`src/design/pam_pkg.sv`:
```
// Purpose: shared constants and types for the upper port pin muxing block
// Assumes: 32-bit classic Wishbone, one register per aligned word
// Notes:   analog select bit set means the pin is digital
package pam_pkg;
    // ========================================
    // widths
    localparam int PAM_W      = 8;
    localparam int PAM_ADR_W  = 8;
    localparam int PAM_DAT_W  = 32;
    // lowest address bit that selects a register word
    localparam int PAM_WORD_LSB = 2;

    // ========================================
    // register byte offsets
    localparam logic [PAM_ADR_W-1:0] PAM_OFS_PORT = 8'h00;
    localparam logic [PAM_ADR_W-1:0] PAM_OFS_LAT  = 8'h04;
    localparam logic [PAM_ADR_W-1:0] PAM_OFS_DIR  = 8'h08;
    localparam logic [PAM_ADR_W-1:0] PAM_OFS_ANA  = 8'h0C;
    localparam logic [PAM_ADR_W-1:0] PAM_OFS_CTRL = 8'h10;

    // ========================================
    // masks and reset values
    localparam logic [PAM_W-1:0] PAM_IMPL_MASK  = 8'hEF;
    localparam logic [PAM_W-1:0] PAM_ANA_MASK   = 8'h2C;
    localparam logic [PAM_W-1:0] PAM_CTRL_MASK  = 8'h0F;
    localparam logic [PAM_W-1:0] PAM_LAT_RST    = 8'h00;
    localparam logic [PAM_W-1:0] PAM_DIR_RST    = 8'hEF;
    localparam logic [PAM_W-1:0] PAM_ANA_RST    = 8'h00;
    localparam logic [PAM_W-1:0] PAM_CTRL_RST   = 8'h00;

    // ========================================
    // pin and field positions
    localparam int PAM_B2  = 2;
    localparam int PAM_B3  = 3;
    localparam int PAM_B4  = 4;
    localparam int PAM_B5  = 5;
    localparam int PAM_B6  = 6;
    localparam int PAM_B7  = 7;
    localparam int PAM_CTRL_REFOUT = 0;
    localparam int PAM_CTRL_AFUNC2 = 1;
    localparam int PAM_CTRL_OSC_LO = 2;
    localparam int PAM_CTRL_OSC_HI = 3;

    // ========================================
    // cycle clock: oscillator divided by four
    localparam int PAM_CYC_DIV = 4;
    localparam int PAM_CNT_W   = 2;

    typedef enum logic [1:0] {
        PAM_OSC_HS     = 2'b00,
        PAM_OSC_EXTCLK = 2'b01,
        PAM_OSC_RESCAP = 2'b10,
        PAM_OSC_INT    = 2'b11
    } pam_osc_e;
endpackage : pam_pkg

```
`src/design/pam_pin_if.sv`:
```
// Purpose: carries raw pin levels to the synchroniser and clean levels back
// Assumes: single clock domain on the clean side
// Notes:   none
`timescale 1ns/1ns
interface pam_pin_if;
    logic [7:0] pinRaw;
    logic [7:0] pinSync;
    modport syncer (input pinRaw, output pinSync);
    modport user   (output pinRaw, input pinSync);
endinterface : pam_pin_if

```
`src/design/pam_pin_sync.sv`:
```
// Purpose: two-stage synchroniser for the port pins
// Assumes: pins may change at any time
// Notes:   first stage is read only by the second stage
`timescale 1ns/1ns
module pam_pin_sync
    import pam_pkg::*;
(
    input  wire logic   clock,
    input  wire logic   rstn,
    pam_pin_if.syncer   pins
);
    logic [PAM_W-1:0] meta_q;
    logic [PAM_W-1:0] sync_q;

    // ========================================
    // synchroniser
    always_ff @(posedge clock or negedge rstn) begin
        if (!rstn) begin
            meta_q <= 8'h00;
            sync_q <= 8'h00;
        end else begin
            meta_q <= pins.pinRaw;
            sync_q <= meta_q;
        end
    end

    assign pins.pinSync = sync_q;

    // ========================================
    // checks
    logic [1:0] age_q;
    always_ff @(posedge clock or negedge rstn) begin
        if (!rstn) begin
            age_q <= 2'h0;
        end else if (age_q != 2'h3) begin
            age_q <= age_q + 2'h1;
        end
    end
endmodule : pam_pin_sync

```
`src/design/pam_cycle_div.sv`:
```
// Purpose: derives the cycle clock level, oscillator divided by four
// Assumes: run held for as long as the clock must appear
// Notes:   level is low while run is low
`timescale 1ns/1ns
module pam_cycle_div
    import pam_pkg::*;
(
    input  wire logic clock,
    input  wire logic rstn,
    input  wire logic run,
    output logic      cycleLevel
);
    logic [PAM_CNT_W-1:0] cnt_q;

    // ========================================
    // divider
    always_ff @(posedge clock or negedge rstn) begin
        if (!rstn) begin
            cnt_q <= '0;
        end else if (!run) begin
            cnt_q <= '0;
        end else begin
            cnt_q <= cnt_q + 2'h1;
        end
    end

    always_ff @(posedge clock or negedge rstn) begin
        if (!rstn) begin
            cycleLevel <= 1'b0;
        end else begin
            cycleLevel <= run & cnt_q[PAM_CNT_W-1];
        end
    end
endmodule : pam_cycle_div

```
`src/design/pam_port_top.sv`:
```
// Purpose: upper pin muxing of a bidirectional general-purpose port
// Assumes: pins synchronous after two stages; classic Wishbone slave
// Notes:   pinOut and pinOe are registered, one cycle behind the registers
//
// Summary of operation
// - direction 1 is input, 0 drives latch
// - port read gives pins, write sets latch
// - analog select bits choose analog or digital
// - bit 2 driver off when reference out enabled
// - bit 2 read off for analog or reference
// - bit 3 read off while analog
// - bit 5 read off while analog
// - analog select never gates the output path
// - analog-capable pins analog after reset
// - resistor-capacitor and external-clock modes clock bit 6
// - don't-care pins ignore their direction bit
// - bit 5 feeds slave select when input
// - bit 5 is remap pin two, in or out
// - bit 4 unimplemented, reads zero
//
// The implementer's own choices: the register offsets and the Wishbone slave port.
`timescale 1ns/1ns
module pam_port_top
    import pam_pkg::*;
(
    input  wire logic                 clock,
    input  wire logic                 rstn,
    input  wire logic                 cyc_i,
    input  wire logic                 stb_i,
    input  wire logic                 we_i,
    input  wire logic [PAM_ADR_W-1:0] adr_i,
    input  wire logic [3:0]           sel_i,
    input  wire logic [PAM_DAT_W-1:0] dat_i,
    output logic      [PAM_DAT_W-1:0] dat_o,
    output logic                      ack_o,
    input  wire logic [PAM_W-1:0]     pinIn,
    output logic      [PAM_W-1:0]     pinOut,
    output logic      [PAM_W-1:0]     pinOe,
    input  wire logic                 remapPin2Out,
    input  wire logic                 remapPin2OutEn,
    output logic                      remapPin2In,
    output logic                      serialSlaveSelectN
);
    // ========================================
    // storage
    logic [PAM_W-1:0] lat_q;
    logic [PAM_W-1:0] dir_q;
    logic [PAM_W-1:0] ana_q;
    logic [PAM_W-1:0] ctrl_q;
    logic [PAM_W-1:0] portRead;
    logic [PAM_W-1:0] readable;
    logic [PAM_W-1:0] oe_d;
    logic [PAM_W-1:0] out_d;
    logic [PAM_W-1:0] rdByte;
    logic             access;
    logic             wrLow;
    logic             refOutOn;
    logic             afunc2On;
    logic             cycleLevel;
    logic             cycleRun;
    pam_osc_e         oscMode;

    pam_pin_if pinBus ();

    assign pinBus.pinRaw = pinIn;

    pam_pin_sync u_sync (
        .clock (clock),
        .rstn  (rstn),
        .pins  (pinBus.syncer)
    );

    // ========================================
    // control decode
    assign refOutOn = ctrl_q[PAM_CTRL_REFOUT];
    assign afunc2On = ctrl_q[PAM_CTRL_AFUNC2];
    assign oscMode  = pam_osc_e'(ctrl_q[PAM_CTRL_OSC_HI:PAM_CTRL_OSC_LO]);
    assign cycleRun = (oscMode == PAM_OSC_RESCAP) || (oscMode == PAM_OSC_EXTCLK);

    pam_cycle_div u_div (
        .clock      (clock),
        .rstn       (rstn),
        .run        (cycleRun),
        .cycleLevel (cycleLevel)
    );

    // a set analog select bit means the pin is digital
    function automatic logic isDigital(input logic [PAM_W-1:0] ana, input int bitPos);
        isDigital = ana[bitPos];
    endfunction : isDigital

    function automatic logic [PAM_W-1:0] lowByte(input logic [PAM_DAT_W-1:0] d, input logic [PAM_W-1:0] mask);
        lowByte = d[PAM_W-1:0] & mask;
    endfunction : lowByte

    // word decode ignores the byte-lane address bits
    function automatic logic hitsWord(input logic [PAM_ADR_W-1:0] adr, input logic [PAM_ADR_W-1:0] ofs);
        hitsWord = (adr[PAM_ADR_W-1:PAM_WORD_LSB] == ofs[PAM_ADR_W-1:PAM_WORD_LSB]);
    endfunction : hitsWord

    // ========================================
    // input read gating
    always_comb begin
        // gating after the synchroniser keeps a floating analog pin out of the port read, but not out of the bit 5 peripheral inputs
        readable          = PAM_IMPL_MASK;
        readable[PAM_B2]  = isDigital(ana_q, PAM_B2) && !afunc2On && !refOutOn;
        readable[PAM_B3]  = isDigital(ana_q, PAM_B3);
        readable[PAM_B5]  = isDigital(ana_q, PAM_B5);
        // oscillator-owned pins have no digital input
        readable[PAM_B6]  = (oscMode == PAM_OSC_INT);
        readable[PAM_B7]  = (oscMode == PAM_OSC_INT);
        readable[PAM_B4]  = 1'b0;
    end

    assign portRead = pinBus.pinSync & readable;

    // ========================================
    // output drive
    always_comb begin
        oe_d  = ~dir_q & PAM_IMPL_MASK;
        out_d = lat_q & PAM_IMPL_MASK;
        // the reference output owns bit 2 whatever the direction bit says
        if (refOutOn) begin
            oe_d[PAM_B2] = 1'b0;
        end
        if (!dir_q[PAM_B5] && remapPin2OutEn) begin
            out_d[PAM_B5] = remapPin2Out;
        end
        case (oscMode)
            PAM_OSC_HS: begin
                oe_d[PAM_B6] = 1'b0;
                oe_d[PAM_B7] = 1'b0;
            end
            PAM_OSC_EXTCLK, PAM_OSC_RESCAP: begin
                oe_d[PAM_B6]  = 1'b1;
                out_d[PAM_B6] = cycleLevel;
                oe_d[PAM_B7]  = 1'b0;
            end
            default: begin
            end
        endcase
    end

    always_ff @(posedge clock or negedge rstn) begin
        if (!rstn) begin
            pinOe  <= 8'h00;
            pinOut <= 8'h00;
        end else begin
            // registering the drive costs a cycle but keeps decode glitches off the pins
            pinOe  <= oe_d;
            pinOut <= out_d;
        end
    end

    // ========================================
    // peripheral inputs on bit 5
    always_ff @(posedge clock or negedge rstn) begin
        if (!rstn) begin
            serialSlaveSelectN <= 1'b1;
            remapPin2In        <= 1'b0;
        end else begin
            // output mode leaves the slave deselected
            serialSlaveSelectN <= dir_q[PAM_B5] ? pinBus.pinSync[PAM_B5] : 1'b1;
            remapPin2In        <= dir_q[PAM_B5] & pinBus.pinSync[PAM_B5];
        end
    end

    // ========================================
    // wishbone slave
    // ack drops every other cycle, so a request held past ack is served twice
    assign access = cyc_i && stb_i && !ack_o;
    assign wrLow  = access && we_i && sel_i[0];

    always_ff @(posedge clock or negedge rstn) begin
        if (!rstn) begin
            lat_q <= PAM_LAT_RST;
        end else if (wrLow && (hitsWord(adr_i, PAM_OFS_PORT) || hitsWord(adr_i, PAM_OFS_LAT))) begin
            lat_q <= lowByte(dat_i, PAM_IMPL_MASK);
        end
    end

    always_ff @(posedge clock or negedge rstn) begin
        if (!rstn) begin
            dir_q <= PAM_DIR_RST;
        end else if (wrLow && hitsWord(adr_i, PAM_OFS_DIR)) begin
            dir_q <= lowByte(dat_i, PAM_IMPL_MASK);
        end
    end

    always_ff @(posedge clock or negedge rstn) begin
        if (!rstn) begin
            ana_q <= PAM_ANA_RST;
        end else if (wrLow && hitsWord(adr_i, PAM_OFS_ANA)) begin
            ana_q <= lowByte(dat_i, PAM_ANA_MASK);
        end
    end

    always_ff @(posedge clock or negedge rstn) begin
        if (!rstn) begin
            ctrl_q <= PAM_CTRL_RST;
        end else if (wrLow && hitsWord(adr_i, PAM_OFS_CTRL)) begin
            ctrl_q <= lowByte(dat_i, PAM_CTRL_MASK);
        end
    end

    // unmapped words answer with zero so the master never hangs
    always_comb begin
        if (hitsWord(adr_i, PAM_OFS_PORT)) begin
            rdByte = portRead;
        end else if (hitsWord(adr_i, PAM_OFS_LAT)) begin
            rdByte = lat_q;
        end else if (hitsWord(adr_i, PAM_OFS_DIR)) begin
            rdByte = dir_q;
        end else if (hitsWord(adr_i, PAM_OFS_ANA)) begin
            rdByte = ana_q;
        end else if (hitsWord(adr_i, PAM_OFS_CTRL)) begin
            rdByte = ctrl_q;
        end else begin
            rdByte = 8'h00;
        end
    end

    always_ff @(posedge clock or negedge rstn) begin
        if (!rstn) begin
            ack_o <= 1'b0;
            dat_o <= 32'h0000_0000;
        end else begin
            ack_o <= access;
            if (access && !we_i) begin
                dat_o <= {24'h00_0000, rdByte};
            end
        end
    end

    // pin levels are compared against the synchronised copy, two clocks behind the pads
    logic             portRdGo;
    logic             latRdGo;
    logic [PAM_W-1:0] wrByte;
    assign portRdGo = access && !we_i && hitsWord(adr_i, PAM_OFS_PORT);
    assign latRdGo  = access && !we_i && hitsWord(adr_i, PAM_OFS_LAT);
    assign wrByte   = lowByte(dat_i, PAM_IMPL_MASK);
endmodule : pam_port_top

```
`config.mk`:
```
export PLATFORM = sky130hd
export DESIGN_NAME = pam_port_top
export DESIGN_NICKNAME = d
export VERILOG_FILES = /design/src/design/pam_pkg.sv /design/src/design/pam_pin_if.sv /design/src/design/pam_pin_sync.sv /design/src/design/pam_cycle_div.sv /design/src/design/pam_port_top.sv
export SDC_FILE = /design/constraint.sdc
export NUM_CORES = 1
export LEC_CHECK = 0
export ABC_CLOCK_PERIOD_IN_PS = 1600
export BUFFER_PORTS_ARGS = -buffer_cell sky130_fd_sc_hd__buf_2
export CELL_PAD_IN_SITES_DETAIL_PLACEMENT = 0
export CELL_PAD_IN_SITES_GLOBAL_PLACEMENT = 2
export CORE_ASPECT_RATIO = 1.1
export CORE_UTILIZATION = 26
export DETAILED_ROUTE_END_ITERATION = 8
export PLACE_DENSITY_LB_ADDON = 0.1
export SETUP_SLACK_MARGIN = 0.05
export SLEW_MARGIN = 20
export SYNTH_ARGS = -nofsm -noshare
export SYNTH_HDL_FRONTEND = slang
export SYNTH_SLANG_ARGS = --single-unit
```
`constraint.sdc`:
```
create_clock -name clock -period 1.6 [get_ports clock]
set_input_delay 0.32 -clock clock [delete_from_list [all_inputs] [get_ports clock]]
set_output_delay 0.32 -clock clock [all_outputs]
set_load 0.01 [all_outputs]
```
==> out/metrics.csv, run 1 <==
stage;metric;value;unit
outcome;status;completed;
synth;avgSynthCellArea;13.17;µm²
cts;clk_pin_slew_worst_paths;0.08;ns
timing;setup_slack;0.008912;ns
synth;ys_warn_count;0;
placement;gp_congestion;0.6569;
critical_path;startpoint_type;register;
critical_path;endpoint;dir_q[5];
layout;stdcell_area;3416;µm²
synth;synth-async-reset-ratio;1.000;
synth;ys_ff_latch;62;
synth;synth_top_area_cell;dfrtp_1;
route;wl_met1;2791;µm
layout;num_antenna_cells;0;
critical_path;cp_max_fo;4;
timing;fin_skew;0.008560;ns
route;met3_length;299;µm
cts;cts_tree;built;
power;power.clock.fraction;0.426;
route;drt_iter0_drc;35;
cts;root_buffer;clkbuf_8;
timing;period_share;0.9944;
flow_run;max_cap_violations;0;
timing;holdWs;0.07898;ns
timing;min_period;1.591;ns
timing;finalSetupViolCount;0;
route;wire_per_inst;13.80;µm
route;wirelength;5546;µm
synth;synth_edf_count;0;
critical_path;rr_worst_depth;5;
power;netSwitchingFraction;0.2441;
floorplanning;coreArea;9490;µm²
power;seq_power_share;0.480;
critical_path;reg2reg_from;ack_o;
timing;slew_violations;0;
timing;max_freq;628.5;MHz
placement;io_buffers;51;
timing;rsz0062_at_grt;true;
critical_path;slowest_delay;0.38;ns
floorplanning;core.rowCount;37;
critical_path;endpoint_kind;register;
power;power_frac_comb;0.094;
floorplanning;ios;110;
layout;mostFrequentLayoutCells;dfrtp_1 (54), buf_2 (51), conb_1 (27), buf_4 (20), mux2_4 (18);
synth;syn-instance-count;195;
synth;synth.distinct_cells;36;
route;ant_nets;0;
cts;cts.sinks;62;
critical_path;critPathArrivalTime;1.85;ns
synth;yosysSeqAreaShare;0.6082;
power;powerDensity;1036;nW/µm²
synth;yosysTopAreaCellShare;0.5263;
critical_path;crit_family;simple AND/OR/NAND/NOR gates;
floorplanning;fp.dieW;96.75;µm
placement;dpl.hpwl;3777;µm
route;drcViolationCount;0;
critical_path;criticalPathCategory;reg2reg;
critical_path;critical_path.cell_chain;and3b_2 -> nand3_4 -> nor3_4 -> buf_6 -> mux2_4;
critical_path;cp.buffers_inverters;1;
cts;cts_buffer_depth;2;
synth;synth_area;2567;µm²
grt;grt_max_degree;63;
layout;nNetsFinal;341;
cts;htree_levels;3;
placement;pre_cts_ws;-0.2413;ns
grt;overflow;0;
grt;antenna_found_initial;0;
placement;post_dp_cell_area;3073;µm²
critical_path;r2r-end;dir_q[5];
critical_path;crit_start;ack_o;
route;wl_met2;2303;µm
floorplanning;die_y;106.2;µm
grt;grt_pass1_wl;9108;µm
power;intPower;2.675;mW
synth;ys_top_cells_by_area;dfrtp_1 (53%), mux2_2 (11%), dfstp_2 (8.2%), buf_4 (7.9%), nand2_1 (1.8%);
critical_path;cp.depth;5;
layout;mostFrequentLayoutCell;dfrtp_1;
floorplanning;start_util;0.2705;
hold_path;hold_path.class;in2reg;
cts;numCtsBuffers;9;
critical_path;r2r_slack;0.009;ns
grt;grt_usage;0.1175;
layout;synthToLayoutAreaGrowth;33.04;%
floorplanning;design.die.area;10280;µm²
critical_path;cpMaxStageDelayCell;dfrtp_1;
power;peakVddDrop;0.4098;mV
cts;worstSkewPairLatency;0.34;ns
route;detail_route.first_pass.iterations;4;
power;p_sw;0.8637;mW
critical_path;worstPathRequired;1.86;ns
synth;ys.flop_type;dfrtp_1;
layout;drive_above_1_share;0.4912;
route;top_layer;met4;
timing;hold_violations;0;
grt;grt_pass1_vias;1684;
route;vias_per_cell;4.090;
power;p_leak;1.624;nW
route;vias;1644;
==> layout make-up <==
type / count / area (µm²)
clock buffer: 10 / 127.6
clock inverter: 6 / 86.33
fill: 940 / 6075
inverter: 6 / 22.52
multi-input combinational: 122 / 968.4
sequential: 62 / 1562
tap: 117 / 146.4
timing repair buffer: 79 / 503.0
==> kinds of logic after synthesis <==
kind of cell             count (synthesis)  synth area share
adder cells (fa/ha/maj)                  2          0.009745
flip-flops                              62            0.6082
buffers and inverters                   37           0.09454
AO/OA/AOI/OAI                           23           0.05800
AND/OR/NAND/NOR                         41            0.1033
multiplexers                            28            0.1213
other                                    1          0.001461
XOR/XNOR                                 1          0.003412
==> how the worst min path moves through the flow <==
stage / slack, ns / depth (start not counted) / start / endpoint
5_1_grt: 0.06 / 1 / pinIn[5] / u_sync.meta_q[5]
4_1_cts: 0.06 / 1 / pinIn[6] / u_sync.meta_q[6]
2_1_floorplan: 0.02 / 0 / rstn / ack_o
3_3_place_gp: 0.33 / 0 / u_sync.meta_q[1] / u_sync.pins.pinSync[1]
3_5_place_dp: 0.33 / 0 / u_sync.meta_q[0] / u_sync.pins.pinSync[0]
6_report: 0.08 / 1 / pinIn[7] / u_sync.meta_q[7]
==> per-stage QoR <==
| stage | setup TNS (ns) | utilization | total power, mW | std cells |
|---|---|---|---|---|
| after floorplan | -0.5210 | - | 1.919 | 221 |
| after global placement | -4.884 | 0.3238 | 2.044 | 381 |
| after detailed placement | -4.813 | 0.3238 | 2.047 | 381 |
| after CTS | -0.06278 | 0.3561 | 3.591 | 399 |
| after global routing | -0.2939 | 0.3599 | 3.707 | 402 |
| final | 0 | 0.3599 | 3.539 | 402 |
==> power groups by stage <==
stage | Clock [mW] | Combinational, mW | Sequential (mW)
final | 1.51 | 0.333 | 1.70
after global routing | 1.63 | 0.374 | 1.71
after CTS | 1.56 | 0.332 | 1.70
after detailed placement | 0 | 0.318 | 1.73
after global placement | 0 | 0.317 | 1.73
after floorplan | 0 | 0.178 | 1.74
==> registers in the layout (all words and copies together), names as in the netlist <==
name and flops:
dat_o 7, u_sync.meta_q 7, u_div.cnt_q 2, ack_o 1, serialSlaveSelectN 1, u_sync.pins.pinSync 7
pinOe 7, ana_q 3, dir_q 7, remapPin2In 1, lat_q 7, ctrl_q 4
u_div.cycleLevel 1, pinOut 7
==> cell usage after synthesis, types with 2 or more instances <==
cell type,n
dfstp_2,8
mux2_2,25
o22ai_1,3
a31oi_1,3
o21ai_0,3
clkbuf_1,2
ha_1,2
buf_2,2
nor3_2,2
nand3_1,3
dfrtp_1,54
and2_1,2
nor2b_1,2
nor2_1,10
a21oi_1,6
nor4_4,2
mux2i_1,3
nand2_1,12
a22oi_1,3
buf_4,27
inv_1,6
==> layer usage <==
metal / up-vias / global-route usage
met2: 68 / 0.1625
met5: - / 0
met3: 11 / 0.02827
met4: 0 / 0.07356
li1: 790 / -
met1: 775 / 0.1638
==> timing repair <==
action | in CTS | in global routing
hold endpoints to repair | 24 | 0
setup endpoints to repair | 21 | 23
buffers inserted | 1 | 3
hold buffers | 1 | 0
cloned | 0 | 0
gates resized for setup | 20 | 3
pin swaps | 3 | 2
Note: power is estimated with default switching activity, not from simulation.
==> run 2: changes to the inputs <==
CORE_MARGIN = 2   (was not set)
==> run 2 against run 1 <==
Against the previous run:
- routed wire length grew 0.90%
- highest routed layer unchanged
- global-route usage is 0.70 points lower
- via count rose by 0.73%
- sequential cell count did not move
- cell count up 0.75%
==> out/metrics.csv, run 2 (same netlist as run 1, synthesis figures left out) <==
stage;metric;value;unit
route;wirelength;5596;µm
critical_path;slowest_delay;0.38;ns
layout;utilization;0.3456;
floorplanning;design.die.area;10690;µm²
floorplanning;fp.dieW;98.75;µm
grt;grtUsageMet1;0.1424;
cts;cts_buffer_depth;2;
power;power.total;3.425;mW
placement;io_buffers;51;
layout;num_antenna_cells;0;
flow_run;max_cap_violations;0;
layout;mostFrequentLayoutCell;dfrtp_1;
grt;overflow;0;
route;drcViolationCount;0;
critical_path;worstPathRequired;1.86;ns
route;drt_iter0_drc;57;
timing;holdWs;0.08624;ns
power;power_frac_comb;0.096;
power;intPower;2.595;mW
critical_path;cpMaxStageDelayCell;dfrtp_1;
cts;cts.sinks;62;
critical_path;r2r-end;dir_q[0];
route;detail_route.first_pass.iterations;3;
timing;max_freq;647.1;MHz
power;peakVddDrop;0.4260;mV
timing;period_share;0.9658;
cts;cts_tree;built;
power;p_leak;1.613;nW
route;wire_per_inst;13.82;µm
critical_path;criticalPathCategory;reg2reg;
route;vias;1656;
placement;dpl.hpwl;3888;µm
layout;mostFrequentLayoutCells;dfrtp_1 (54), buf_2 (51), conb_1 (27), buf_4 (23), mux2_2 (14);
grt;antenna_found_initial;0;
critical_path;rr_worst_depth;5;
grt;grt_max_degree;63;
floorplanning;die_y;108.2;µm
floorplanning;coreArea;9747;µm²
floorplanning;core.rowCount;38;
layout;synthToLayoutAreaGrowth;31.19;%
power;p_sw;0.8302;mW
timing;hold_violations;0;
power;power.clock.fraction;0.408;
timing;fin_skew;0.007910;ns
placement;gp_congestion;0.7027;
grt;grt_util_met3;0.04654;
layout;instances_no_fill;405;
timing;rsz0062_at_grt;true;
placement;place_inst;385;
critical_path;endpoint;dir_q[0];
cts;root_buffer;clkbuf_8;
route;vias_per_cell;4.089;
timing;slew_violations;0;
cts;htree_levels;3;
critical_path;crit_start;ack_o;
grt;grt_most_used_layer;met2;
placement;post_dp_cell_area;3084;µm²
floorplanning;ios;110;
cts;numCtsBuffers;9;
critical_path;reg2reg_from;ack_o;
layout;stdcell_area;3368;µm²
grt;grt_usage;0.1105;
critical_path;startpoint_type;register;
critical_path;r2r_slack;0.05;ns
floorplanning;start_util;0.2634;
grt;grt_pass1_wl;8818;µm
timing;finalSetupViolCount;0;
critical_path;critical_path.cell_chain;and3b_2 -> nand3_4 -> nor3_4 -> buf_4 -> mux2_2;
power;powerDensity;1017;nW/µm²
critical_path;cp_max_fo;4;
cts;worstSkewPairLatency;0.34;ns
outcome;status;completed;
critical_path;endpoint_kind;register;
critical_path;critPathArrivalTime;1.81;ns
cts;clk_pin_slew_worst_paths;0.07;ns
layout;nNetsFinal;341;
route;ant_nets;0;
timing;min_period;1.545;ns
hold_path;hold_path.class;in2reg;
grt;grt_util_met2;0.1631;
layout;drive_above_1_share;0.4912;
power;seq_power_share;0.496;
grt;grt_pass1_vias;1659;
power;netSwitchingFraction;0.2424;
## run 2: changes by cell type in the layout (fill, tap and decap cells not counted), sizes merged
cell,change
clkinvlp,-1
clkbuf,+2
bufinv,-1
## run 2: power groups by stage
stage               clock network (mW)  registers, mW  logic (mW)
finish                            1.40           1.70       0.329
global route                      1.54           1.71       0.371
CTS                               1.47           1.70       0.328
detailed placement                   0           1.73       0.321
global placement                     0           1.73       0.319
floorplan                            0           1.74       0.178
## run 2: how the worst min path moves through the flow
stage,startpoint,end,slack (ns),depth (start not counted)
finish,pinIn[2],u_sync.meta_q[2],0.09,1
global route,pinIn[2],u_sync.meta_q[2],0.06,1
global placement,u_sync.meta_q[0],u_sync.pins.pinSync[0],0.33,0
CTS,pinIn[0],u_sync.meta_q[0],0.07,1
detailed placement,u_sync.meta_q[0],u_sync.pins.pinSync[0],0.33,0
floorplan,rstn,ack_o,0.02,0
## run 2: cell type report
class                           count  area [µm²]
Tap cell                          120       150.1
Inverter                            6       22.52
Clock inverter                      4       45.04
Timing Repair Buffer               79       491.7
Multi-Input combinational cell    122       942.2
Clock buffer                       12       155.1
Fill cell                         987        6379
Sequential cell                    62        1562
## run 2: worst max-delay path: cells and delay by family, from the launching register on
| kind | cells | cell delay, ns |
|---|---|---|
| and+or+nand+nor | 3 | 0.61 |
| muxes | 1 | 0.32 |
| DFF | 1 | 0.38 |
| buffers and inverters | 1 | 0.17 |
## run 2: timing repair
action,CTS,global route
pin swaps,2,0
hold buffers,1,0
gates resized for setup,2,11
endpoints found under the hold margin,24,0
setup buffers,2,1
endpoints found under the setup margin,21,23
## run 2: stage by stage
step | setup WS (ns) | TNS [ns]
final | 0.05473 | 0
after global routing | -0.02440 | -0.2010
after CTS | 0.03522 | 0
after detailed placement | -0.2591 | -5.112
after global placement | -0.2526 | -5.116
after floorplan | -0.06979 | -0.5210
## run 2: routing by layer
layer | up-vias | part of all wire | wire (µm)
met4 | 0 | 0.016 | 89
met3 | 7 | 0.071 | 400
met5 | - | 0 | 0
met1 | 798 | 0.46 | 2561
li1 | 791 | - | -
met2 | 60 | 0.45 | 2544
